## src/cfg_pkg.sv

```systemverilog
/*
 Package for the command byte configuration decoder: opcode patterns,
 field positions, reset values, mode encodings and carrier structs.
 Assumes a single 25 MHz system clock domain.
*/
package cfg_pkg;
  localparam int CLK_HZ          = 25_000_000;
  localparam int SCLK_MAX_HZ     = 4_800_000;
  localparam int FIFO_W          = 16;
  localparam int FIFO_D          = 16;
  localparam int BYTE_W          = 8;
  localparam int BIT_CONV        = 7;
  localparam int BIT_SETUP       = 6;
  localparam int BIT_AVG         = 5;
  localparam int BIT_RST         = 4;
  localparam int BIT_RST_FIFO    = 3;
  localparam int CK_HI           = 5;
  localparam int CK_LO           = 4;
  localparam int REF_HI          = 3;
  localparam int REF_LO          = 2;
  localparam int DIF_HI          = 1;
  localparam int DIF_LO          = 0;
  localparam int AVG_EN          = 4;
  localparam int AVG_HI          = 3;
  localparam int AVG_LO          = 2;
  localparam int SCN_HI          = 1;
  localparam int SCN_LO          = 0;
  localparam logic [7:0] SETUP_RST = 8'h20;
  localparam logic [7:0] ZERO_RST  = 8'h00;
  localparam logic [1:0] CK_INT_AUTO = 2'h0;
  localparam logic [1:0] CK_INT_CNV  = 2'h1;
  localparam logic [1:0] CK_INT_WR   = 2'h2;
  localparam logic [1:0] CK_SERIAL   = 2'h3;
  localparam logic [1:0] DIF_UNI     = 2'h2;
  localparam logic [1:0] DIF_BIP     = 2'h3;
  localparam logic [1:0] SCAN_REPEAT = 2'h2;
  localparam logic [3:0] LEAD_ZERO   = 4'h0;
  localparam logic [1:0] SUB_ZERO    = 2'h0;
  localparam logic [11:0] KELVIN_OFS = 12'h888;

  typedef enum logic [1:0] {
    REF_INT_AUTO = 2'b00,
    REF_EXT_SE   = 2'b01,
    REF_INT_ON   = 2'b10,
    REF_EXT_DIFF = 2'b11
  } ref_mode_t;

  typedef enum logic [1:0] {
    ST_CMD  = 2'b00,
    ST_UNI  = 2'b01,
    ST_BIP  = 2'b10
  } rx_state_t;

  typedef struct packed {
    logic [1:0] clock_mode;
    ref_mode_t  ref_mode;
    logic [1:0] diff_sel;
  } setup_t;

  typedef struct packed {
    logic [7:0] unipolar;
    logic [7:0] bipolar;
  } pairing_t;

  typedef struct packed {
    logic       convert_by_pin;
    logic       highest_input_analog;
    logic       neg_ref_is_ref;
    logic [5:0] conversions_per_result;
    logic [4:0] repeat_results;
  } derived_t;
endpackage

```

## src/cfg_decoder.sv

```systemverilog
/*
 Command byte decoder and result word formatter of a multichannel
 converter. Holds a word FIFO leaf and the top decoder.
 Assumes a serial host; pins are asynchronous to i_clk and are
 synchronised with two flops. SCLK edges are found by sampling.
*/
`timescale 1ns/1ns
// Notes on behaviour
// - Bits 7:6 = 01 select setup write
// - Setup bits 5:4 choose clock mode
// - Modes 10,11 turn start pin analog
// - Upper clock-select bit resets to one
// - Setup bits 3:2 choose reference mode
// - Differential bits 00/01 expect no data
// - 10 loads unipolar, 11 bipolar next byte
// - Unipolar bit 7 is pair 0/1 downward
// - Bipolar bit 7 is pair 0/1 downward
// - Bits 7:5 = 001 select averaging write
// - Averaging gives 4,8,16,32 or one conversion
// - Repeat scan returns 4,8,12,16 results
// - Serial clock mode disables averaging
// - Bits 7:4 = 0001 select reset command
// - Bit 3 clears FIFO, else full reset
// - Power-up zeros, setup in mode 10
// - Temperature is high minus low minus offset
// - Ten-bit result: four zeros, two sub-bits
// - Twelve-bit temperature after four zeros
// - Sample on SCLK rise, shift on fall
// - Start by pin in 00/01, write otherwise
// - Unipolar straight binary, bipolar two's complement
// - Bit 7 set means conversion write first
// - Unipolar wins when pair set twice
// - Cut write updates received MSBs only

module word_fifo #(
  parameter int W = 16,
  parameter int D = 16
) (
  input  wire logic         i_clk,
  input  wire logic         i_rst_n,
  input  wire logic         i_clear,
  input  wire logic         i_valid,
  output logic              o_ready,
  input  wire logic [W-1:0] i_data,
  output logic              o_valid,
  input  wire logic         i_ready,
  output logic [W-1:0]      o_data
);
  localparam int AW = $clog2(D);
  logic [W-1:0] mem [D];
  logic [AW-1:0] wr_q;
  logic [AW-1:0] rd_q;
  logic [AW:0]   cnt_q;
  logic          push;
  logic          pop;

  assign o_ready = (cnt_q != (AW+1)'(D));
  assign o_valid = (cnt_q != '0);
  assign push    = i_valid && o_ready;
  assign pop     = o_valid && i_ready;
  assign o_data  = mem[rd_q];

  always_ff @(posedge i_clk)
  begin
    if (push)
      mem[wr_q] <= i_data;
  end

  always_ff @(posedge i_clk or negedge i_rst_n)
  begin
    if (!i_rst_n)
    begin
      wr_q  <= '0;
      rd_q  <= '0;
      cnt_q <= '0;
    end
    else
    begin
      wr_q  <= i_clear ? '0 : wr_q + AW'(push);
      rd_q  <= i_clear ? '0 : rd_q + AW'(pop);
      cnt_q <= i_clear ? '0 : cnt_q + (AW+1)'(push) - (AW+1)'(pop);
    end
  end
endmodule

module cfg_decoder (
  input  wire logic             i_clk,
  input  wire logic             i_rst_n,
  input  wire logic             i_sclk,
  input  wire logic             i_cs_n,
  input  wire logic             i_din,
  output logic                  o_dout,
  input  wire logic             i_convert_start_pin_n,
  input  wire logic             i_result_valid,
  output logic                  o_result_ready,
  input  wire logic [9:0]       i_result,
  input  wire logic             i_result_is_temp,
  input  wire logic [11:0]      i_temp_high_bias,
  input  wire logic [11:0]      i_temp_low_bias,
  output cfg_pkg::setup_t       o_setup,
  output cfg_pkg::pairing_t     o_pairing,
  output logic [7:0]            o_effective_bipolar,
  output logic [7:0]            o_averaging,
  output cfg_pkg::derived_t     o_derived,
  output logic [7:0]            o_conversion_cmd,
  output logic                  o_start_conversion,
  output logic                  o_fifo_cleared,
  output logic                  o_blocks_shutdown
);
  logic [2:0] sclk_s;
  logic [1:0] cs_s;
  logic [1:0] din_s;
  logic [2:0] cnv_s;
  logic       sclk_rise;
  logic       sclk_fall;
  logic       cs_n;
  logic [7:0] sh_q;
  logic [2:0] bcnt_q;
  logic       byte_done;
  logic [7:0] rx_byte;
  cfg_pkg::rx_state_t st_q;
  logic [7:0] setup_q;
  logic [7:0] uni_q;
  logic [7:0] bip_q;
  logic [7:0] avg_q;
  logic [7:0] conv_q;
  logic       full_reset;
  logic       fifo_clear;
  logic       start_q;
  logic       clear_q;
  logic       shut_q;
  logic [15:0] tx_q;
  logic [15:0] fmt_word;
  logic [11:0] temp_val;
  logic        f_valid;
  logic        f_pop;
  logic [15:0] f_data;
  logic [1:0]  ck_mode;

  // Pin synchronisers; first flop read only by second
  always_ff @(posedge i_clk or negedge i_rst_n)
  begin
    if (!i_rst_n)
    begin
      sclk_s <= '0;
      cs_s   <= 2'h3;
      din_s  <= '0;
      cnv_s  <= 3'h7;
    end
    else
    begin
      sclk_s <= {sclk_s[1:0], i_sclk};
      cs_s   <= {cs_s[0], i_cs_n};
      din_s  <= {din_s[0], i_din};
      cnv_s  <= {cnv_s[1:0], i_convert_start_pin_n};
    end
  end

  assign cs_n      = cs_s[1];
  assign sclk_rise = sclk_s[1] && !sclk_s[2] && !cs_n;
  assign sclk_fall = !sclk_s[1] && sclk_s[2] && !cs_n;
  assign rx_byte   = {sh_q[6:0], din_s[1]};
  assign byte_done = sclk_rise && (bcnt_q == 3'h7);

  always_ff @(posedge i_clk or negedge i_rst_n)
  begin
    if (!i_rst_n)
    begin
      sh_q   <= '0;
      bcnt_q <= '0;
    end
    else if (cs_n)
    begin
      sh_q   <= '0;
      bcnt_q <= '0;
    end
    else if (sclk_rise)
    begin
      sh_q   <= rx_byte;
      bcnt_q <= bcnt_q + 3'h1;
    end
  end

  // Reset command decode
  assign full_reset = byte_done && (rx_byte[7:4] == 4'h1)
                      && !rx_byte[cfg_pkg::BIT_RST_FIFO]
                      && (st_q == cfg_pkg::ST_CMD);
  assign fifo_clear = byte_done && (rx_byte[7:4] == 4'h1)
                      && rx_byte[cfg_pkg::BIT_RST_FIFO]
                      && (st_q == cfg_pkg::ST_CMD);

  // Data byte follower state
  always_ff @(posedge i_clk or negedge i_rst_n)
  begin
    if (!i_rst_n)
      st_q <= cfg_pkg::ST_CMD;
    else if (cs_n || full_reset)
      st_q <= cfg_pkg::ST_CMD;
    else if (byte_done)
    begin
      case (st_q)
        cfg_pkg::ST_CMD:
          if (!rx_byte[cfg_pkg::BIT_CONV] && rx_byte[cfg_pkg::BIT_SETUP]
              && rx_byte[cfg_pkg::DIF_HI])
            st_q <= rx_byte[cfg_pkg::DIF_LO] ? cfg_pkg::ST_BIP
                                             : cfg_pkg::ST_UNI;
          else
            st_q <= cfg_pkg::ST_CMD;
        default:
          st_q <= cfg_pkg::ST_CMD;
      endcase
    end
  end

  // Cut write: received MSBs replace, low bits kept
  function automatic logic [7:0] merge(input logic [7:0] old,
                                       input logic [7:0] part,
                                       input logic [2:0] n);
    logic [7:0] m;
    m = 8'hff << (4'h8 - {1'b0, n});
    merge = ((part << (4'h8 - {1'b0, n})) & m) | (old & ~m);
  endfunction

  // Setup register, with partial MSB-first update on early frame end
  always_ff @(posedge i_clk or negedge i_rst_n)
  begin
    if (!i_rst_n)
      setup_q <= cfg_pkg::SETUP_RST;
    else if (full_reset)
      setup_q <= cfg_pkg::SETUP_RST;
    else if (byte_done && st_q == cfg_pkg::ST_CMD
             && rx_byte[7:6] == 2'h1)
      setup_q <= rx_byte;
    else if (cs_n && bcnt_q > 3'h2 && st_q == cfg_pkg::ST_CMD
             && !sh_q[bcnt_q - 3'h1] && sh_q[bcnt_q - 3'h2])
      setup_q <= merge(setup_q, sh_q, bcnt_q);
  end

  // Pairing registers

  always_ff @(posedge i_clk or negedge i_rst_n)
  begin
    if (!i_rst_n)
    begin
      uni_q <= cfg_pkg::ZERO_RST;
      bip_q <= cfg_pkg::ZERO_RST;
    end
    else if (full_reset)
    begin
      uni_q <= cfg_pkg::ZERO_RST;
      bip_q <= cfg_pkg::ZERO_RST;
    end
    else if (byte_done && st_q == cfg_pkg::ST_UNI)
      uni_q <= rx_byte;
    else if (byte_done && st_q == cfg_pkg::ST_BIP)
      bip_q <= rx_byte;
    else if (cs_n && bcnt_q != 3'h0 && st_q == cfg_pkg::ST_UNI)
      uni_q <= merge(uni_q, sh_q, bcnt_q);
    else if (cs_n && bcnt_q != 3'h0 && st_q == cfg_pkg::ST_BIP)
      bip_q <= merge(bip_q, sh_q, bcnt_q);
  end

  // Averaging and conversion registers
  always_ff @(posedge i_clk or negedge i_rst_n)
  begin
    if (!i_rst_n)
    begin
      avg_q  <= cfg_pkg::ZERO_RST;
      conv_q <= cfg_pkg::ZERO_RST;
    end
    else if (full_reset)
    begin
      avg_q  <= cfg_pkg::ZERO_RST;
      conv_q <= cfg_pkg::ZERO_RST;
    end
    else if (byte_done && st_q == cfg_pkg::ST_CMD)
    begin
      if (rx_byte[cfg_pkg::BIT_CONV])
        conv_q <= rx_byte;
      else if (rx_byte[7:5] == 3'h1)
        avg_q <= rx_byte;
      // Upper nibble zero falls through untouched
    end
  end

  assign ck_mode = setup_q[cfg_pkg::CK_HI:cfg_pkg::CK_LO];

  // Start, clear and shutdown indications
  always_ff @(posedge i_clk or negedge i_rst_n)
  begin
    if (!i_rst_n)
    begin
      start_q <= 1'b0;
      clear_q <= 1'b0;
      shut_q  <= 1'b1;
    end
    else
    begin
      start_q <= 1'b0;
      clear_q <= fifo_clear || full_reset;
      if (ck_mode[1] && byte_done && st_q == cfg_pkg::ST_CMD
          && rx_byte[cfg_pkg::BIT_CONV])
        start_q <= 1'b1;
      else if (!ck_mode[1] && !cnv_s[1] && cnv_s[2])
        start_q <= 1'b1;
      if (full_reset)
        shut_q <= 1'b1;
      else if (start_q)
        shut_q <= 1'b0;
    end
  end

  always_comb
  begin
    o_derived.convert_by_pin       = !ck_mode[1];
    o_derived.highest_input_analog = ck_mode[1];
    o_derived.neg_ref_is_ref =
      (setup_q[3:2] == cfg_pkg::REF_EXT_DIFF);
    if (!avg_q[cfg_pkg::AVG_EN] || ck_mode == cfg_pkg::CK_SERIAL)
      o_derived.conversions_per_result = 6'd1;
    else
      o_derived.conversions_per_result =
        6'd4 << avg_q[cfg_pkg::AVG_HI:cfg_pkg::AVG_LO];
    if (conv_q[2:1] == cfg_pkg::SCAN_REPEAT)
      o_derived.repeat_results =
        5'd4 + 5'd4 * {3'h0, avg_q[1:0]};
    else
      o_derived.repeat_results = 5'd1;
  end

  assign o_setup.clock_mode = ck_mode;
  assign o_setup.ref_mode   = cfg_pkg::ref_mode_t'(setup_q[3:2]);
  assign o_setup.diff_sel   = setup_q[1:0];
  assign o_pairing.unipolar = uni_q;
  assign o_pairing.bipolar  = bip_q;
  assign o_effective_bipolar = bip_q & ~uni_q;
  assign o_averaging        = avg_q;
  assign o_conversion_cmd   = conv_q;
  assign o_start_conversion = start_q;
  assign o_fifo_cleared     = clear_q;
  assign o_blocks_shutdown  = shut_q;

  // Result word formatting
  assign temp_val = i_temp_high_bias - i_temp_low_bias
                    - cfg_pkg::KELVIN_OFS;
  always_comb
  begin
    if (i_result_is_temp)
      fmt_word = {cfg_pkg::LEAD_ZERO, temp_val};
    else
      fmt_word = {cfg_pkg::LEAD_ZERO, i_result,
                  cfg_pkg::SUB_ZERO};
  end

  word_fifo #(
    .W (cfg_pkg::FIFO_W),
    .D (cfg_pkg::FIFO_D)
  ) u_fifo (
    .i_clk   (i_clk),
    .i_rst_n (i_rst_n),
    .i_clear (clear_q),
    .i_valid (i_result_valid),
    .o_ready (o_result_ready),
    .i_data  (fmt_word),
    .o_valid (f_valid),
    .i_ready (f_pop),
    .o_data  (f_data)
  );

  // Output shifter, loads while deselected, shifts on falling edges
  logic [3:0] tcnt_q;
  assign f_pop = f_valid && sclk_fall && (tcnt_q == 4'hf);

  always_ff @(posedge i_clk or negedge i_rst_n)
  begin
    if (!i_rst_n)
    begin
      tx_q   <= '0;
      tcnt_q <= '0;
    end
    else if (cs_n)
    begin
      tx_q   <= f_valid ? f_data : '0;
      tcnt_q <= '0;
    end
    else if (sclk_fall)
    begin
      tcnt_q <= tcnt_q + 4'h1;
      if (tcnt_q == 4'hf)
        tx_q <= f_valid ? f_data : '0;
      else
        tx_q <= {tx_q[14:0], 1'b0};
    end
  end

  assign o_dout = tx_q[15];
endmodule

```

## config.mk

```make
export PLATFORM = sky130hd
export DESIGN_NAME = cfg_decoder
export DESIGN_NICKNAME = d
export VERILOG_FILES = /design/src/cfg_pkg.sv /design/src/cfg_decoder.sv
export SDC_FILE = /design/constraint.sdc
export NUM_CORES = 1
export LEC_CHECK = 0
export BUFFER_PORTS_ARGS = -buffer_cell sky130_fd_sc_hd__buf_4
export CAP_MARGIN = 20
export CORE_AREA = 2 2 198 200
export DETAILED_ROUTE_END_ITERATION = 7
export DIE_AREA = 0 0 200 202
export PLACE_DENSITY_LB_ADDON = 0.2
export RECOVER_POWER = 100
export SLEW_MARGIN = 20
export SYNTH_ARGS = -nofsm -noshare
export SYNTH_HDL_FRONTEND = slang
export SYNTH_SLANG_ARGS = --single-unit
```

## constraint.sdc

```tcl
create_clock -name i_clk -period 3.7 [get_ports i_clk]
set_clock_uncertainty 0.1 [all_clocks]
set_input_delay 0 -clock i_clk [delete_from_list [all_inputs] [get_ports i_clk]]
set_output_delay 0 -clock i_clk [all_outputs]
set_load 0.03 [all_outputs]
```

==> results.tsv <==
stage	metric	value	unit
clock_tree	cts_tree	yes	
place	portBuffers	103	
pwr	p_leak	5.80	nW
floorplan	dieWidth	200	um
cells_and_area	multi_input_area	4600	um2
yosys	yosysSeqAreaShare	0.616	
floorplan	dieArea	40400	um2
yosys	syn_avg_cell_area	14.1	um2
place	dp_hpwl	20.5	mm
global_routing	overflow	0	
pwr	irDropWorstVdd	369	uV
yosys	synthCells	940	
cells_and_area	syn2layout_area_growth	17.8	%
clock_tree	cts_root_buf	clkbuf_16	
drt	drt-total-wl	31.3	mm
drt	vias_per_cell	4.98	
critical_path	critical_path_class	flop to flop	
yosys	ys_seq_elements	288	
floorplan	coreArea	38300	um2
yosys	synthDominantCellAreaShare	0.435	
yosys	synth_top_cell_by_area	edfxtp_1	
yosys	async_flop_share	0.333	
yosys	yosys_warnings	0	
min_path	hp-class	input port to flop	
global_routing	grt_start_max_net_pins	52	
drt	route.vias.total	8130	
floorplan	die_y	202	um
min_path	hold_path_depth	3	
timing	rsz0062_at_grt	false	
timing	min_period	3.26	ns
yosys	yosysMostFrequentCell	edfxtp_1	
timing	tns	0	ns
cells_and_area	antenna_cells	0	
place	place_congestion	0.808	
drt	ant_nets	0	
cells_and_area	regArea	8180	um2
place	pre_cts_slack	0.553	ns
timing	fin_crit_sh	0.880	
yosys	ys_top_cells_by_count	edfxtp_1, dfrtp_1, nand2_1	
floorplan	io_pins	107	
min_path	min_to	u_fifo.mem[10][11]$_DFFE_PP_	
timing	finalHoldViolCount	0	
critical_path	critical_path.reg2reg.startpoint	u_fifo.cnt_q[2]$_DFF_PN0_	
global_routing	grt_pass1_wl	48.8	mm
clock_tree	cts_repair_resize_count	0	
floorplan	rows	72	
critical_path	end_kind	flop	
timing	relSlewSlack	0.131	
clock_tree	cts_made_buffers	31	
timing	fmax	0.307	GHz
floorplan	start_util	0.347	
yosys	synth_edf_count	192	
critical_path	reg2reg_depth	8	
yosys	synth.distinct_cells	66	
run_status	status	finished, final reports clean	
drt	drc	0	
min_path	hold_start	i_result[9]	
timing	finalSetupViolCount	0	
global_routing	grt_usage	0.157	
yosys	synthTopCellsByArea	edfxtp_1, dfrtp_1, mux4_2, ha_1, nand2_1	
cells_and_area	drive_gt1_frac	0.162	
pwr	power.density	508	nW/um2
clock_tree	cts.sinks	288	
critical_path	r2r-end	u_fifo.mem[3][8]$_DFFE_PP_	
critical_path	arrival	3.40	ns
drt	drt_iter0_markers	367	
drt	wl_per_cell	19.2	um
timing	finalWorstSetupSlack	0.442	ns
flow_run	maxCapViolCount	0	
cells_and_area	fillers	3649	
cells_and_area	nNetsFinal	1175	
drt	drt_pre_antenna_iters	4	
clock_tree	cts-hold-fix-buffers	23	
critical_path	critical_path_required	3.84	ns
clock_tree	clock_path_buffers	3	
critical_path	ff2ff_setup_slack	0.44	ns
timing	tightest_slew	1.30	ns
yosys	synthFlopType	edfxtp_1	
clock_tree	htree_levels	1	
clock_tree	clk_pin_slew_worst_paths	0.06	ns
clock_tree	clock_latency	0.57	ns
clock_tree	cts_setup_buffers	0	
critical_path	cp-start-kind	flop	
critical_path	cp_max_fo	7	
global_routing	grt_antenna_before_repair	0	
timing	slew_violations	0	
yosys	syn-cell-area	13300	um2
global_routing	grt_pass1_vias	8468	
[worst max path at each step]
stage / startpoint / endpoint / depth (start not counted)
after floorplan: u_fifo.cnt_q[2]$_DFF_PN0_ / u_fifo.mem[0][0]$_DFFE_PP_ / 8
after global placement: i_temp_high_bias[1] / u_fifo.mem[0][11]$_DFFE_PP_ / 9
after detailed placement: i_temp_high_bias[1] / u_fifo.mem[0][11]$_DFFE_PP_ / 9
after CTS: bcnt_q[1]$_DFFE_PN0P_ / setup_q[0]$_DFFE_PN0P_ / 8
after global routing: u_fifo.rd_q[0]$_DFF_PN0_ / tx_q[11]$_DFFE_PN0P_ / 5
final: u_fifo.cnt_q[2]$_DFF_PN0_ / u_fifo.mem[3][8]$_DFFE_PP_ / 8
[critical path: stages, from the launching register on]
cell and delay, ns:
dfrtp_1 0.35, inv_1 0.06, ha_1 0.18, nor3b_1 0.14, nand2_1 0.08, and2_0 0.32
nand3_1 0.22, nor3_1 0.98, clkbuf_2 0.47
[area by class of cell]
class | count | area share
flip-flops and latches | 288 | 0.523
multi-input cells | 535 | 0.295
repair buffers | 167 | 0.0636
clock buffers | 42 | 0.0536
well taps | 518 | 0.0415
inverters | 65 | 0.0156
clock inverters | 16 | 0.00808
[layout by cell type, fill, tap and decap left out, drive strengths merged, types with 11 or more instances in the layout]
master / Yosys / routed
nor2b: 20 / 20
a21oi: 46 / 46
a22oi: 12 / 12
mux4: 65 / 65
mux2: 12 / 12
dlygate4sd3: 0 / 22
buf: 19 / 48
clkbuf: 35 / 139
ha: 43 / 43
a22o: 11 / 11
dfrtp: 89 / 89
nor2: 56 / 56
nor3: 14 / 14
edfxtp: 192 / 192
nand2: 72 / 72
inv: 65 / 68
o21ai: 38 / 38
[power by group]
part	total [mW]	switching, mW	internal (mW)
logic	1.04	0.655	0.390
clock network	2.91	1.25	1.66
registers	3.99	0.133	3.86
[stage by stage]
stage | instances | power, mW | cell area, um2 | hold WS (ns) | utilization
floorplan | 942 | 4.71 | 13300 | -0.396 | -
global placement | 1550 | 5.12 | 14800 | 0.00941 | 0.387
detailed placement | 1550 | 5.15 | 14800 | 0.0114 | 0.387
CTS | 1631 | 8.12 | 16000 | 0.0324 | 0.419
global route | 1631 | 8.33 | 15600 | 0.122 | 0.408
finish | 1631 | 7.95 | 15600 | 0.0221 | 0.408
[kinds of logic (layout without fill, tap and decap cells)]
family,Yosys count,in the layout,share of synthesized area
DFF,288,288,0.616
and+or+nand+nor,218,218,0.0820
AOI/OAI and AO/OA,166,166,0.0805
buffers and inverters,119,290,0.0366
muxes,86,86,0.130
adders and majority gates,45,45,0.0436
xor gates and xnor gates,17,17,0.0112
other,1,3,0.000283
[state kept, by name, indices dropped and copies added, names as in the netlist, 4 cells and up]
register	flops
u_fifo.mem	192
tx_q	16
bip_q	8
o_conversion_cmd	8
sh_q	8
uni_q	8
o_averaging	7
setup_q	6
u_fifo.cnt_q	5
tcnt_q	4
u_fifo.rd_q	4
u_fifo.wr_q	4
[metal layers]
metal	vias up	track usage	share of wire
met5	-	0	0
met4	0	0.0410	0.021
met3	50	0.0235	0.049
met2	202	0.276	0.50
met1	4055	0.203	0.43
li1	3823	-	-
No activity file was read; power rests on OpenSTA's default activity.
